==> src/common/port_drive_pkg.sv <==
// Purpose: constants for the port drive and ganged output block
// Assumes: 8-bit register port, one word per address
// Notes: offsets are local choices
package port_drive_pkg;
    localparam int PORT_W = 8;
    localparam int ADDR_W = 3;
    localparam logic [ADDR_W-1:0] OFS_DATA = 3'h0;
    localparam logic [ADDR_W-1:0] OFS_DIR = 3'h1;
    localparam logic [ADDR_W-1:0] OFS_DRIVE = 3'h2;
    localparam logic [ADDR_W-1:0] OFS_SLEW = 3'h3;
    localparam logic [ADDR_W-1:0] OFS_GANG = 3'h4;
    localparam logic [ADDR_W-1:0] OFS_PINS = 3'h5;
    localparam logic [PORT_W-1:0] RST_ZERO = 8'h00;
    localparam int GANG_EN_BIT = 0;
endpackage : port_drive_pkg

==> src/logic/port_drive_gang.sv <==
// Purpose: drive strength selection and ganged output for an 8-bit port
// Assumes: single clock, synchronous register port
// Notes: pad controls are registered outputs
//
// How it works
// - each drive strength bit picks low (0) or high (1) drive for its pin.
// - drive strength has no effect on pins configured as inputs.
// - gang control bits 7:1 are write-once pin selectors.
// - a pin is ganged only when its selector and the gang enable are both 1.
// - ganged pins copy pin 0 data, drive strength and slew rate.
// - gang control bit 0 is a write-once enable for ganged output.
// - with gang enable set, pin 0 is forced to be an output.
//
// The address-and-strobe port and the register offsets were decided locally.
`timescale 1ns/1ps
module port_drive_gang (
    // clock and reset
    input wire logic mclk,
    input wire logic rst_b,
    // register port
    input wire logic [port_drive_pkg::ADDR_W-1:0] addr,
    input wire logic [port_drive_pkg::PORT_W-1:0] wdata,
    input wire logic wr,
    input wire logic rd,
    output logic [port_drive_pkg::PORT_W-1:0] rdata,
    // pins
    input wire logic [port_drive_pkg::PORT_W-1:0] pin_in,
    output logic [port_drive_pkg::PORT_W-1:0] pin_out,
    output logic [port_drive_pkg::PORT_W-1:0] pin_oe_b,
    output logic [port_drive_pkg::PORT_W-1:0] pin_high_drive,
    output logic [port_drive_pkg::PORT_W-1:0] pin_slew
);
    import port_drive_pkg::*;

    logic [PORT_W-1:0] data_reg;
    logic [PORT_W-1:0] port_direction_register;
    logic [PORT_W-1:0] drive_strength_select;
    logic [PORT_W-1:0] slew_reg;
    logic [PORT_W-1:0] gang_output_control;
    logic gang_written;

    ////////////////////////////////////////////////////////////////////////
    // helpers
    function automatic logic [PORT_W-1:0] pick_src(
        input logic [PORT_W-1:0] sel,
        input logic [PORT_W-1:0] own,
        input logic [PORT_W-1:0] copy
    );
        return (sel & copy) | (~sel & own);
    endfunction : pick_src

    ////////////////////////////////////////////////////////////////////////
    // decode
    wire wr_data = wr && (addr == OFS_DATA);
    wire wr_dir = wr && (addr == OFS_DIR);
    wire wr_drive = wr && (addr == OFS_DRIVE);
    wire wr_slew = wr && (addr == OFS_SLEW);
    wire wr_gang = wr && (addr == OFS_GANG) && !gang_written;

    wire gang_output_enable = gang_output_control[GANG_EN_BIT];
    wire [PORT_W-1:0] gang_pin_selects = {gang_output_control[PORT_W-1:1], 1'b0};
    wire [PORT_W-1:0] ganged = gang_output_enable ? gang_pin_selects : RST_ZERO;

    // effective controls
    wire [PORT_W-1:0] eff_dir = port_direction_register
        | {{(PORT_W-1){1'b0}}, gang_output_enable};
    wire [PORT_W-1:0] rep_data = {PORT_W{data_reg[0]}};
    wire [PORT_W-1:0] rep_drive = {PORT_W{drive_strength_select[0]}};
    wire [PORT_W-1:0] rep_slew = {PORT_W{slew_reg[0]}};
    wire [PORT_W-1:0] next_out = pick_src(ganged, data_reg, rep_data);
    wire [PORT_W-1:0] sel_drive = pick_src(ganged, drive_strength_select,
        rep_drive);
    // ganged pins drive even with their own direction bit clear
    wire [PORT_W-1:0] drives_out = eff_dir | ganged;
    wire [PORT_W-1:0] next_drive = sel_drive & drives_out;
    wire [PORT_W-1:0] next_slew = pick_src(ganged, slew_reg, rep_slew);
    wire [PORT_W-1:0] next_oe_b = ~drives_out;

    wire [PORT_W-1:0] next_rdata =
        !rd ? RST_ZERO :
        (addr == OFS_DATA) ? data_reg :
        (addr == OFS_DIR) ? port_direction_register :
        (addr == OFS_DRIVE) ? drive_strength_select :
        (addr == OFS_SLEW) ? slew_reg :
        (addr == OFS_GANG) ? gang_output_control :
        (addr == OFS_PINS) ? pin_in : RST_ZERO;

    ////////////////////////////////////////////////////////////////////////
    // registers
    always_ff @(posedge mclk or negedge rst_b) begin
        if (!rst_b) begin
            data_reg <= RST_ZERO;
            port_direction_register <= RST_ZERO;
            drive_strength_select <= RST_ZERO;
            slew_reg <= RST_ZERO;
        end else begin
            if (wr_data) data_reg <= wdata;
            if (wr_dir) port_direction_register <= wdata;
            if (wr_drive) drive_strength_select <= wdata;
            if (wr_slew) slew_reg <= wdata;
        end
    end

    always_ff @(posedge mclk or negedge rst_b) begin
        if (!rst_b) begin
            gang_output_control <= RST_ZERO;
            gang_written <= 1'b0;
        end else if (wr_gang) begin
            gang_output_control <= wdata;
            gang_written <= 1'b1;
        end
    end

    always_ff @(posedge mclk or negedge rst_b) begin
        if (!rst_b) begin
            rdata <= RST_ZERO;
            pin_out <= RST_ZERO;
            pin_oe_b <= ~RST_ZERO;
            pin_high_drive <= RST_ZERO;
            pin_slew <= RST_ZERO;
        end else begin
            rdata <= next_rdata;
            pin_out <= next_out;
            pin_oe_b <= next_oe_b;
            pin_high_drive <= next_drive;
            pin_slew <= next_slew;
        end
    end

    ////////////////////////////////////////////////////////////////////////
    // checks
    a_gang_write_once: assert property (@(posedge mclk) disable iff (!rst_b)
        gang_written && wr && addr == OFS_GANG |=> $stable(gang_output_control))
        else $error("gang control changed after first write");
    a_pin0_forced_out: assert property (@(posedge mclk) disable iff (!rst_b)
        gang_output_enable |=> !pin_oe_b[0])
        else $error("pin 0 not output while gang enabled");
    a_gang_copy_data: assert property (@(posedge mclk) disable iff (!rst_b)
        gang_output_enable && gang_output_control[1] |=> pin_out[1] == $past(data_reg[0]))
        else $error("ganged pin 1 data not copied from pin 0");
    a_gang_copy_drive: assert property (@(posedge mclk) disable iff (!rst_b)
        gang_output_enable && gang_output_control[7]
        |=> pin_high_drive[7] == $past(drive_strength_select[0]))
        else $error("ganged pin 7 drive not copied");
    a_gang_needs_en: assert property (@(posedge mclk) disable iff (!rst_b)
        !gang_output_enable && !port_direction_register[3] |=> pin_oe_b[3])
        else $error("pin driven without enable");
    a_drive_input_off: assert property (@(posedge mclk) disable iff (!rst_b)
        !eff_dir[2] && !ganged[2] |=> !pin_high_drive[2])
        else $error("drive strength active on input");
    a_drive_select: assert property (@(posedge mclk) disable iff (!rst_b)
        wr_drive && port_direction_register[4] && !ganged[4] && !wr_dir
        ##1 !ganged[4] |=> pin_high_drive[4] == $past(wdata[4], 2))
        else $error("drive strength not applied");
    a_gang_first_write: assert property (@(posedge mclk) disable iff (!rst_b)
        wr_gang |=> gang_output_control == $past(wdata) ##1 gang_written)
        else $error("first gang write lost");
    a_gang_hold: assert property (@(posedge mclk) disable iff (!rst_b)
        !wr_gang |=> $stable(gang_output_control))
        else $error("gang control changed without a write");
    a_rdata_idle: assert property (@(posedge mclk) disable iff (!rst_b)
        !rd |=> rdata == RST_ZERO)
        else $error("read data not zero without read");

    // ganged data copies
    a_gang_data_2: assert property (@(posedge mclk) disable iff (!rst_b)
        ganged[2] |=> pin_out[2] == $past(data_reg[0]))
        else $error("ganged pin 2 data not copied");
    a_gang_data_3: assert property (@(posedge mclk) disable iff (!rst_b)
        ganged[3] |=> pin_out[3] == $past(data_reg[0]))
        else $error("ganged pin 3 data not copied");
    a_gang_data_4: assert property (@(posedge mclk) disable iff (!rst_b)
        ganged[4] |=> pin_out[4] == $past(data_reg[0]))
        else $error("ganged pin 4 data not copied");
    a_gang_data_5: assert property (@(posedge mclk) disable iff (!rst_b)
        ganged[5] |=> pin_out[5] == $past(data_reg[0]))
        else $error("ganged pin 5 data not copied");
    a_gang_data_6: assert property (@(posedge mclk) disable iff (!rst_b)
        ganged[6] |=> pin_out[6] == $past(data_reg[0]))
        else $error("ganged pin 6 data not copied");
    a_gang_data_7: assert property (@(posedge mclk) disable iff (!rst_b)
        ganged[7] |=> pin_out[7] == $past(data_reg[0]))
        else $error("ganged pin 7 data not copied");

    // ganged drive copies
    a_gang_drive_1: assert property (@(posedge mclk) disable iff (!rst_b)
        ganged[1] |=> pin_high_drive[1] == $past(drive_strength_select[0]))
        else $error("ganged pin 1 drive not copied");
    a_gang_drive_2: assert property (@(posedge mclk) disable iff (!rst_b)
        ganged[2] |=> pin_high_drive[2] == $past(drive_strength_select[0]))
        else $error("ganged pin 2 drive not copied");
    a_gang_drive_3: assert property (@(posedge mclk) disable iff (!rst_b)
        ganged[3] |=> pin_high_drive[3] == $past(drive_strength_select[0]))
        else $error("ganged pin 3 drive not copied");
    a_gang_drive_4: assert property (@(posedge mclk) disable iff (!rst_b)
        ganged[4] |=> pin_high_drive[4] == $past(drive_strength_select[0]))
        else $error("ganged pin 4 drive not copied");
    a_gang_drive_5: assert property (@(posedge mclk) disable iff (!rst_b)
        ganged[5] |=> pin_high_drive[5] == $past(drive_strength_select[0]))
        else $error("ganged pin 5 drive not copied");
    a_gang_drive_6: assert property (@(posedge mclk) disable iff (!rst_b)
        ganged[6] |=> pin_high_drive[6] == $past(drive_strength_select[0]))
        else $error("ganged pin 6 drive not copied");

    // ganged slew copies
    a_gang_slew_1: assert property (@(posedge mclk) disable iff (!rst_b)
        ganged[1] |=> pin_slew[1] == $past(slew_reg[0]))
        else $error("ganged pin 1 slew not copied");
    a_gang_slew_2: assert property (@(posedge mclk) disable iff (!rst_b)
        ganged[2] |=> pin_slew[2] == $past(slew_reg[0]))
        else $error("ganged pin 2 slew not copied");
    a_gang_slew_3: assert property (@(posedge mclk) disable iff (!rst_b)
        ganged[3] |=> pin_slew[3] == $past(slew_reg[0]))
        else $error("ganged pin 3 slew not copied");
    a_gang_slew_4: assert property (@(posedge mclk) disable iff (!rst_b)
        ganged[4] |=> pin_slew[4] == $past(slew_reg[0]))
        else $error("ganged pin 4 slew not copied");
    a_gang_slew_5: assert property (@(posedge mclk) disable iff (!rst_b)
        ganged[5] |=> pin_slew[5] == $past(slew_reg[0]))
        else $error("ganged pin 5 slew not copied");
    a_gang_slew_6: assert property (@(posedge mclk) disable iff (!rst_b)
        ganged[6] |=> pin_slew[6] == $past(slew_reg[0]))
        else $error("ganged pin 6 slew not copied");
    a_gang_slew_7: assert property (@(posedge mclk) disable iff (!rst_b)
        ganged[7] |=> pin_slew[7] == $past(slew_reg[0]))
        else $error("ganged pin 7 slew not copied");

    // pins outside the group keep their own data
    a_own_data_1: assert property (@(posedge mclk) disable iff (!rst_b)
        !ganged[1] |=> pin_out[1] == $past(data_reg[1]))
        else $error("pin 1 lost its own data");
    a_own_data_2: assert property (@(posedge mclk) disable iff (!rst_b)
        !ganged[2] |=> pin_out[2] == $past(data_reg[2]))
        else $error("pin 2 lost its own data");
    a_own_data_3: assert property (@(posedge mclk) disable iff (!rst_b)
        !ganged[3] |=> pin_out[3] == $past(data_reg[3]))
        else $error("pin 3 lost its own data");
    a_own_data_4: assert property (@(posedge mclk) disable iff (!rst_b)
        !ganged[4] |=> pin_out[4] == $past(data_reg[4]))
        else $error("pin 4 lost its own data");
    a_own_data_5: assert property (@(posedge mclk) disable iff (!rst_b)
        !ganged[5] |=> pin_out[5] == $past(data_reg[5]))
        else $error("pin 5 lost its own data");
    a_own_data_6: assert property (@(posedge mclk) disable iff (!rst_b)
        !ganged[6] |=> pin_out[6] == $past(data_reg[6]))
        else $error("pin 6 lost its own data");
    a_own_data_7: assert property (@(posedge mclk) disable iff (!rst_b)
        !ganged[7] |=> pin_out[7] == $past(data_reg[7]))
        else $error("pin 7 lost its own data");

    // input pins never get high drive
    a_input_off_0: assert property (@(posedge mclk) disable iff (!rst_b)
        !eff_dir[0] && !ganged[0] |=> !pin_high_drive[0])
        else $error("drive strength active on input pin 0");
    a_input_off_1: assert property (@(posedge mclk) disable iff (!rst_b)
        !eff_dir[1] && !ganged[1] |=> !pin_high_drive[1])
        else $error("drive strength active on input pin 1");
    a_input_off_3: assert property (@(posedge mclk) disable iff (!rst_b)
        !eff_dir[3] && !ganged[3] |=> !pin_high_drive[3])
        else $error("drive strength active on input pin 3");
    a_input_off_4: assert property (@(posedge mclk) disable iff (!rst_b)
        !eff_dir[4] && !ganged[4] |=> !pin_high_drive[4])
        else $error("drive strength active on input pin 4");
    a_input_off_5: assert property (@(posedge mclk) disable iff (!rst_b)
        !eff_dir[5] && !ganged[5] |=> !pin_high_drive[5])
        else $error("drive strength active on input pin 5");
    a_input_off_6: assert property (@(posedge mclk) disable iff (!rst_b)
        !eff_dir[6] && !ganged[6] |=> !pin_high_drive[6])
        else $error("drive strength active on input pin 6");
    a_input_off_7: assert property (@(posedge mclk) disable iff (!rst_b)
        !eff_dir[7] && !ganged[7] |=> !pin_high_drive[7])
        else $error("drive strength active on input pin 7");

    // own drive strength on plain outputs
    a_own_drive_0: assert property (@(posedge mclk) disable iff (!rst_b)
        eff_dir[0] |=> pin_high_drive[0] == $past(drive_strength_select[0]))
        else $error("pin 0 drive strength wrong");
    a_own_drive_1: assert property (@(posedge mclk) disable iff (!rst_b)
        eff_dir[1] && !ganged[1] |=> pin_high_drive[1] == $past(drive_strength_select[1]))
        else $error("pin 1 drive strength wrong");
    a_own_drive_2: assert property (@(posedge mclk) disable iff (!rst_b)
        eff_dir[2] && !ganged[2] |=> pin_high_drive[2] == $past(drive_strength_select[2]))
        else $error("pin 2 drive strength wrong");
    a_own_drive_3: assert property (@(posedge mclk) disable iff (!rst_b)
        eff_dir[3] && !ganged[3] |=> pin_high_drive[3] == $past(drive_strength_select[3]))
        else $error("pin 3 drive strength wrong");
    a_own_drive_5: assert property (@(posedge mclk) disable iff (!rst_b)
        eff_dir[5] && !ganged[5] |=> pin_high_drive[5] == $past(drive_strength_select[5]))
        else $error("pin 5 drive strength wrong");
    a_own_drive_6: assert property (@(posedge mclk) disable iff (!rst_b)
        eff_dir[6] && !ganged[6] |=> pin_high_drive[6] == $past(drive_strength_select[6]))
        else $error("pin 6 drive strength wrong");
    a_own_drive_7: assert property (@(posedge mclk) disable iff (!rst_b)
        eff_dir[7] && !ganged[7] |=> pin_high_drive[7] == $past(drive_strength_select[7]))
        else $error("pin 7 drive strength wrong");

    // no driving without direction or gang enable
    a_needs_en_1: assert property (@(posedge mclk) disable iff (!rst_b)
        !gang_output_enable && !port_direction_register[1] |=> pin_oe_b[1])
        else $error("pin 1 driven without enable");
    a_needs_en_2: assert property (@(posedge mclk) disable iff (!rst_b)
        !gang_output_enable && !port_direction_register[2] |=> pin_oe_b[2])
        else $error("pin 2 driven without enable");
    a_needs_en_4: assert property (@(posedge mclk) disable iff (!rst_b)
        !gang_output_enable && !port_direction_register[4] |=> pin_oe_b[4])
        else $error("pin 4 driven without enable");
    a_needs_en_5: assert property (@(posedge mclk) disable iff (!rst_b)
        !gang_output_enable && !port_direction_register[5] |=> pin_oe_b[5])
        else $error("pin 5 driven without enable");
    a_needs_en_6: assert property (@(posedge mclk) disable iff (!rst_b)
        !gang_output_enable && !port_direction_register[6] |=> pin_oe_b[6])
        else $error("pin 6 driven without enable");
    a_needs_en_7: assert property (@(posedge mclk) disable iff (!rst_b)
        !gang_output_enable && !port_direction_register[7] |=> pin_oe_b[7])
        else $error("pin 7 driven without enable");
endmodule : port_drive_gang

==> config.mk <==
export PLATFORM = sky130hd
export DESIGN_NAME = port_drive_gang
export DESIGN_NICKNAME = d
export VERILOG_FILES = /design/src/common/port_drive_pkg.sv /design/src/logic/port_drive_gang.sv
export SDC_FILE = /design/constraint.sdc
export NUM_CORES = 1
export LEC_CHECK = 0
export ABC_AREA = 1
export BUFFER_PORTS_ARGS = -buffer_cell sky130_fd_sc_hd__buf_2
export CORE_AREA = 10 10 115 97
export CTS_BUF_LIST = sky130_fd_sc_hd__clkbuf_8
export CTS_CLUSTER_SIZE = 40
export DETAILED_ROUTE_END_ITERATION = 16
export DIE_AREA = 0 0 125 107
export HOLD_SLACK_MARGIN = 0.1
export PLACE_DENSITY = 0.69
export SLEW_MARGIN = 25
export SYNTH_ARGS = -nofsm -noshare
export SYNTH_HDL_FRONTEND = slang
export SYNTH_SLANG_ARGS = --single-unit
==> constraint.sdc <==
create_clock -name mclk -period 2.4 [get_ports mclk]
set_clock_uncertainty 0.05 [all_clocks]
set_input_delay 0.24 -clock mclk [delete_from_list [all_inputs] [get_ports mclk]]
set_output_delay 0.24 -clock mclk [all_outputs]
set_load 0.02 [all_outputs]
==> impl_metrics.ini, run 1 <==
[outcome]
status = completed

[synth]
yosysWarnings = 0
synth_cell_type_count = 22
syn-num-nets = 376
yosysSeqAreaShare_pct = 59.0
synth_area_um2 = 3450
ys_seq_elements = 81
async_reset_ff_share_pct = 100
synth.avg_cell_area_um2 = 9.79
synth_ff_type = dfrtp_1
syn-instance-count = 353
synth_edf_count = 0

[setup_path]
cp_max_fo = 17
critical_path_class = flop to flop
r2r-start = gang_output_control[0]$_DFFE_PN0P_
ff2ff_path_depth = 2
critPathLaunchType = flop
critical_path_arrival_ns = 1.63
crit_path_end_kind = flop
crit_required_ns = 2.60
cp-startpoint = gang_output_control[0]$_DFFE_PN0P_

[clock_network]
clock_latency_ns = 0.35
post_cts_buffers = 0
cts_buffer_depth = 2
post_cts_resized = 0
clkTransAtPathRegs_ns = 0.08
numClockSinks = 81
cts_root_buf = clkbuf_8
htreeDepth = 3
cts_buffers = 9
cts-hold-fix-buffers = 1
cts_tree = built

[drt]
vias = 2672
routed_wl_um = 8710
dr.pass1.iters = 5
wl_per_cell_um = 16.2
via_per_inst = 4.99
drt_iter0_drc = 130
drcViolationCount = 0
ant_nets = 0

[power_and_ir_drop]
leakagePower_nw = 2.01
powerDensity_nw_per_um2 = 836
finalPower_w = 0.00340
vdd_drop_max_uv = 371

[grt]
grt_max_degree = 82
gr-usage-met2_pct = 19.9
track_usage_pct = 13.2
grt-busiest-layer = met2
gr-total-overflow = 0
grtUsageMet3_pct = 5.81
grt_first_pass_wirelength_um = 14200
grt_pass1_vias = 2655
antenna_found_initial = 0
gr-usage-met1_pct = 17.2

[floorplan]
core_area_um2 = 8840
initial_core_util_pct = 39.1
die_y_um = 107
ios = 63
die_w_um = 125
rows = 31
die_area_um2 = 13400

[finish]
design_area_um2 = 4060
finalNetCount = 439
area_growth_pct = 17.6
antenna_cells = 0
num-fill-cells = 853
final_util_pct = 45.9
drive_gt1_share_pct = 29.7

[place]
place_area_um2 = 3830
place_congestion = 0.905
portBuffers = 62
dp_hpwl_um = 6580

[sta]
relSlewSlack_pct = 53.2
tightestPinTransition_ns = 0.702
period_share_pct = 59.5
timing.fmax_mhz = 700
hold_violations = 0
drv_slew = 0
fin_crit_ns = 1.43
tns_ns = 0
rsz0062_at_grt = no
final-setup-viol-count = 0

[run]
cap_violations = 0

[hold_path]
worst_hold_startpoint = rd
hold_path.class = input pin to flop
hold_depth = 3
## stage by stage
step / std cells / setup WS (ns) / hold slack [ns]
detailed placement: 519 / 0.786 / 0.379
global placement: 519 / 0.854 / 0.372
global route: 536 / 0.813 / 0.167
floorplan: 353 / 1.12 / -0.106
CTS: 536 / 0.996 / 0.145
finish: 536 / 0.971 / 0.156
## metal layers
metal | part of all wire, % | up-vias
met2 | 44 | 87
met4 | 1.0 | 0
met1 | 46 | 1273
li1 | - | 1303
met5 | 0 | -
met3 | 9.3 | 9
## final timing paths
path | endpoint | slack (ns)
setup / recovery | pin_high_drive[3]$_DFF_PN0_ | 0.97
hold / removal | rdata[2]$_DFF_PN0_ | 0.16
setup reg to reg | pin_high_drive[3]$_DFF_PN0_ | 0.97
hold reg to reg | pin_out[0]$_DFF_PN0_ | 0.40
max in group asynchronous | slew_reg[0]$_DFFE_PN0P_ | 1.38
min in group asynchronous | pin_slew[4]$_DFF_PN0_ | 0.41
## worst max-delay path, stage by stage, from the launching register on
cell and delay, ns:
dfrtp_1 0.71, nand2_1 0.28, o21ai_0 0.29
## layout make-up
cell class	instances	area [um2]	area share, %
clock buffers	9	124	3.05
well taps	115	144	3.54
multi-input cells	238	1240	30.5
clock inverters	7	96.3	2.37
inverters	23	96.3	2.37
repair buffers	63	327	8.04
flip-flops and latches	81	2040	50.2
## cells by family (layout without fill, tap and decap cells)
group | after synthesis | after routing | synth area share [%]
compound gates | 88 | 88 | 15.2
buf+inv | 34 | 102 | 5.22
flops | 81 | 81 | 59.0
simple gates | 150 | 150 | 20.6
## Yosys cell counts (2+ instances only)
master   instances  area share [%]
dfstp_2          8             6.1
dfrtp_1         73              53
nand2_1         81             8.8
nor2_1          18             2.0
o21ai_2         23             5.8
nand2_4          4             1.3
nand4_1          2            0.36
nor2_4           4             1.3
inv_6            2            0.51
nand3_1         37             5.4
buf_2            4            0.58
o21ai_1          2            0.29
a21oi_1         19             2.8
inv_2            3            0.33
nand2_2          2            0.36
inv_1           18             2.0
buf_6            5             1.6
o21ai_0         44             6.4
## report_power, final
part / internal, W / switching, W
Combinational: 0.000206 / 0.000414
Sequential: 0.00158 / 0.000129
Clock: 0.000585 / 0.000482
Total: 0.00237 / 0.00102
## layout by cell type, fill, tap and decap left out, types with 3 or more instances in the layout
| master | count |
|---|---|
| nand2_1 | 81 |
| dfrtp_1 | 73 |
| buf_2 | 61 |
| o21ai_0 | 44 |
| nand3_1 | 37 |
| o21ai_2 | 23 |
| inv_1 | 19 |
| a21oi_1 | 19 |
| nor2_1 | 18 |
| clkbuf_8 | 9 |
| dfstp_2 | 8 |
| nor2_4 | 4 |
| nand2_4 | 4 |
| inv_2 | 3 |
No activity file was read; power rests on OpenSTA's default activity.
==> run 2: changes to the inputs <==
- clock period: 2.4 -> 1.4 ns (I/O delays scaled with it)
==> run 2 against run 1 <==
Net effect:
- worst hold slack got worse by 0.036 ns
- combinational power grew 81%
- flip-flop and latch count unchanged
- total power increased by 72%
- sequential power grew 71%
- global-route usage rose by 0.26 points
- first-iteration DRC count up 65%
- clock-buffer cell count is the same
- core utilization increased by 1.9 points
- largest cell class unchanged
- worst setup slack worse by 0.93 ns
==> impl_metrics.ini, run 2 (synthesized netlist as in run 1, its figures left out) <==
[drt]
dr.pass1.iters = 5
ant_nets = 0
drcViolationCount = 0
wl_per_cell_um = 15.8
via_per_inst = 4.99
vias = 2775
drt_iter0_drc = 214
routed_wl_um = 8770

[place]
dp_hpwl_um = 6710
portBuffers = 62
place_area_um2 = 3930
place_congestion = 0.933

[finish]
layout_commonest_cell = nand2_1
final_cell_mix = 81 x nand2_1, 73 x dfrtp_1, 61 x buf_2, 44 x o21ai_0, 37 x nand3_1
multi_input_area_um2 = 1240
antenna_cells = 0
ff_latch_area_um2 = 2040
drive_gt1_share_pct = 30.8
area_growth_pct = 22.5
num-fill-cells = 852
finalNetCount = 459
design_area_um2 = 4230

[sta]
relSlewSlack_pct = 70.1
tns_ns = 0
rsz0062_at_grt = no
final-setup-viol-count = 0
tightestPinTransition_ns = 0.449
hold_violations = 0
fin_crit_ns = 1.36
timing.fmax_mhz = 733
drv_slew = 0
period_share_pct = 97.4

[hold_path]
min_to = data_reg[6]$_DFFE_PN0P_
hold_path.class = input pin to flop
worst_hold_startpoint = wdata[6]
hold_depth = 3

[power_and_ir_drop]
vdd_drop_max_uv = 757
clkPwrFrac_pct = 30.8
leakagePower_nw = 2.11
p_sw_w = 0.00174
powerDensity_nw_per_um2 = 1380
p_seq_share_pct = 50.0
p_comb_share_pct = 19.2
p_int_w = 0.00409
sw_frac_of_total_pct = 29.8

[setup_path]
r2r-start = gang_output_control[0]$_DFFE_PN0P_
crit_path_end_kind = flop
ff2ff_path_depth = 2
critical_path_class = flop to flop
crit_required_ns = 1.58
r2r_slack_ns = 0.04
critPathLaunchType = flop
critical_path_arrival_ns = 1.54
cp_max_fo = 11
r2r-end = pin_high_drive[3]$_DFF_PN0_

[floorplan]
die_w_um = 125
die_y_um = 107
rows = 31
die_area_um2 = 13400
initial_core_util_pct = 39.1
core_area_um2 = 8840
ios = 63

[clock_network]
htreeDepth = 3
clkTransAtPathRegs_ns = 0.08
cts_tree = built
clock_latency_ns = 0.35
numClockSinks = 81
cts_buffer_depth = 2
cts_buffers = 9
cts_root_buf = clkbuf_8

[grt]
grt_pass1_vias = 2855
track_usage_pct = 13.5
antenna_found_initial = 0
grt_first_pass_wirelength_um = 14600
grt_max_degree = 39
gr-total-overflow = 0

[run]
cap_violations = 0

[outcome]
status = completed
==> run 2: worst max-delay path by stage <==
stage               slack (ns)                     endpoint                          startpoint  cells past startpoint
floorplan                 0.22      data_reg[5]$_DFFE_PN0P_                             addr[0]                      8
global placement          0.14  pin_high_drive[3]$_DFF_PN0_  gang_output_control[0]$_DFFE_PN0P_                      2
detailed placement        0.10           rdata[2]$_DFF_PN0_                             addr[1]                      8
CTS                       0.11  pin_high_drive[3]$_DFF_PN0_  gang_output_control[0]$_DFFE_PN0P_                      2
global route              0.05  pin_high_drive[3]$_DFF_PN0_  gang_output_control[0]$_DFFE_PN0P_                      2
finish                    0.04  pin_high_drive[3]$_DFF_PN0_  gang_output_control[0]$_DFFE_PN0P_                      2
==> run 2: layout make-up <==
| class | instances | share of cell area [%] |
|---|---|---|
| flip-flops and latches | 81 | 48.1 |
| multi-input cells | 238 | 29.2 |
| repair buffers | 83 | 11.9 |
| well taps | 115 | 3.40 |
| clock buffers | 9 | 2.93 |
| inverters | 23 | 2.28 |
| clock inverters | 7 | 2.10 |
==> run 2: routing by layer <==
metal	vias up	GRT usage (%)	share of wire, %	wire (um)
li1	1338	-	-	-
met2	120	20.9	45	3960
met3	11	5.22	9.3	819
met4	0	3.53	1.2	106
met5	-	0	0	0
met1	1306	17.4	44	3880
==> run 2: power groups by stage <==
stage / registers (W) / clock network, W / logic [W]
5_1_grt: 0.00296 / 0.00195 / 0.00125
3_3_place_gp: 0.00295 / 0 / 0.00109
6_report: 0.00292 / 0.00179 / 0.00112
3_5_place_dp: 0.00296 / 0 / 0.00111
2_1_floorplan: 0.00314 / 0 / 0.000464
4_1_cts: 0.00291 / 0.00185 / 0.00114
==> run 2: worst max-delay path: stages (launching register included) <==
cell and delay, ns:
dfrtp_1 0.62, nand2_1 0.24, o21ai_0 0.34
==> run 2: through the flow <==
stage	cells	worst slack, ns	total power, W	hold slack (ns)	utilization (%)
global placement	531	0.138	0.00404	0.0257	44.4
detailed placement	531	0.102	0.00407	0.0315	44.4
finish	556	0.0359	0.00583	0.120	47.9
CTS	556	0.107	0.00590	0.119	47.9
floorplan	353	0.220	0.00361	-0.206	-
global route	556	0.0463	0.00616	0.114	47.9
==> run 2: repair_timing <==
| action | CTS | global route |
|---|---|---|
| hold buffers | 9 | 0 |
| endpoints found under the hold margin | 98 | 0 |
| gates resized for setup | 0 | 0 |
| setup buffers | 0 | 0 |
==> run 3: changes to the inputs <==
- CTS_BUF_LIST: sky130_fd_sc_hd__clkbuf_8 -> sky130_fd_sc_hd__clkbuf_16
==> run 3 against run 2 <==
Net effect:
- global-route usage up 0.11 points
- clock-buffer cell count unchanged
- register-to-register slack better by 0.03 ns
- via count rose by 0.76%
- first-iteration DRC count grew 24%
- sequential share of layout area is 0.35 points lower
- final cell count decreased by 1.3%
- largest power group unchanged
- routed wire length increased by 0.52%
- clock power up 37%
- largest cell class unchanged
==> impl_metrics.ini, run 3 (synthesized netlist as in run 1, its figures left out) <==
[outcome]
status = completed

[power_and_ir_drop]
p_seq_share_pct = 45.1
powerDensity_nw_per_um2 = 1520
p_comb_share_pct = 17.1
vdd_drop_max_uv = 688
leakagePower_nw = 2.12
sw_frac_of_total_pct = 28.3
p_sw_w = 0.00183
p_int_w = 0.00464
finalPower_w = 0.00647
clkPwrFrac_pct = 37.8

[finish]
layout_commonest_cell = nand2_1
area_growth_pct = 23.4
num-fill-cells = 850
drive_gt1_share_pct = 31.3
antenna_cells = 0
final_cell_mix = 81 x nand2_1, 73 x dfrtp_1, 61 x buf_2, 44 x o21ai_0, 37 x nand3_1
finalNetCount = 452

[floorplan]
core_area_um2 = 8840
die_w_um = 125
initial_core_util_pct = 39.1
rows = 31
die_y_um = 107
ios = 63
die_area_um2 = 13400

[clock_network]
cts_buffers = 9
htreeDepth = 3
post_cts_resized = 0
cts_buffer_depth = 2
cts_root_buf = clkbuf_16
clkTransAtPathRegs_ns = 0.06
cts_tree = built
clock_latency_ns = 0.33
post_cts_buffers = 0
numClockSinks = 81

[drt]
wl_per_cell_um = 16.1
via_per_inst = 5.09
ant_nets = 0
drcViolationCount = 0
dr.pass1.iters = 5
drt_iter0_drc = 266
routed_wl_um = 8820
vias = 2796

[setup_path]
cp-startpoint = gang_output_control[0]$_DFFE_PN0P_
ff2ff_path_depth = 2
critPathLaunchType = flop
cp_max_fo = 11
critical_path_arrival_ns = 1.50
crit_path_end_kind = flop
crit_slowest_cell = dfrtp_1
r2r-start = gang_output_control[0]$_DFFE_PN0P_
slowest_delay_ns = 0.62
r2r-end = pin_high_drive[3]$_DFF_PN0_
crit_required_ns = 1.57
r2r_slack_ns = 0.06
path_cells = nand2_1, o21ai_0
critical_path_class = flop to flop

[grt]
track_usage_pct = 13.6
antenna_found_initial = 0
grt_first_pass_wirelength_um = 14600
grt_pass1_vias = 2826
gr-total-overflow = 0
grt_max_degree = 39

[run]
cap_violations = 0

[hold_path]
worst_hold_startpoint = wdata[4]
min_to = data_reg[4]$_DFFE_PN0P_
hold_depth = 3
hold_path.class = input pin to flop

[sta]
tightestPinTransition_ns = 0.453
hold_violations = 0
rsz0062_at_grt = no
tns_ns = 0
relSlewSlack_pct = 69.8
period_share_pct = 95.4
timing.fmax_mhz = 749
fin_ws_ns = 0.0642
drv_slew = 0
final-setup-viol-count = 0
fin_crit_ns = 1.34

[place]
dp_hpwl_um = 6710
place_congestion = 0.933
portBuffers = 62
place_ws_ns = 0.102
## run 3: worst max-delay path: cells and delay by family (launching register included)
family	cells	cell delay (ns)
DFF	1	0.62
AOI/OAI and AO/OA	1	0.31
and+or+nand+nor	1	0.24
## run 3: what timing repair did
item / in CTS / in global routing
hold endpoints to repair: 85 / 0
endpoints found under the setup margin: 0 / 0
hold buffers: 2 / 0
## run 3: layout make-up
type | count | area [um2] | share of cell area (%)
repair buffers | 76 | 435 | 10.2
inverters | 23 | 96.3 | 2.26
multi-input cells | 238 | 1240 | 29.0
flip-flops and latches | 81 | 2040 | 47.8
clock inverters | 7 | 88.8 | 2.08
clock buffers | 9 | 225 | 5.28
well taps | 115 | 144 | 3.37
## run 3: metal layers
layer  vias up  wire (um)  GRT usage, %
li1       1328          -             -
met1      1345       3990          17.6
met2       111       3960          20.6
met3        12        723          4.43
met4         0        143          5.75
met5         -          0             0
## run 3: how the worst max path moves through the flow
stage	end	slack (ns)	cells after the start
6_report	pin_high_drive[3]$_DFF_PN0_	0.06	2
5_1_grt	pin_high_drive[3]$_DFF_PN0_	0.05	2
3_3_place_gp	pin_high_drive[3]$_DFF_PN0_	0.14	2
2_1_floorplan	data_reg[5]$_DFFE_PN0P_	0.22	8
3_5_place_dp	rdata[2]$_DFF_PN0_	0.10	8
4_1_cts	pin_high_drive[3]$_DFF_PN0_	0.11	2
## run 3: power groups by stage
stage,clock network (W),logic (W),registers (W)
after CTS,0.00249,0.00113,0.00292
after detailed placement,0,0.00111,0.00296
after floorplan,0,0.000464,0.00314
final,0.00245,0.00110,0.00292
after global routing,0.00259,0.00123,0.00296
after global placement,0,0.00109,0.00295
## run 3: metrics by stage
stage	util, %	cell area (um2)	hold WS, ns	cells
after detailed placement	44.4	3930	0.0315	531
after CTS	48.2	4260	0.103	549
after global routing	48.2	4260	0.119	549
after floorplan	-	3450	-0.206	353
after global placement	44.4	3930	0.0257	531
final	48.2	4260	0.0995	549
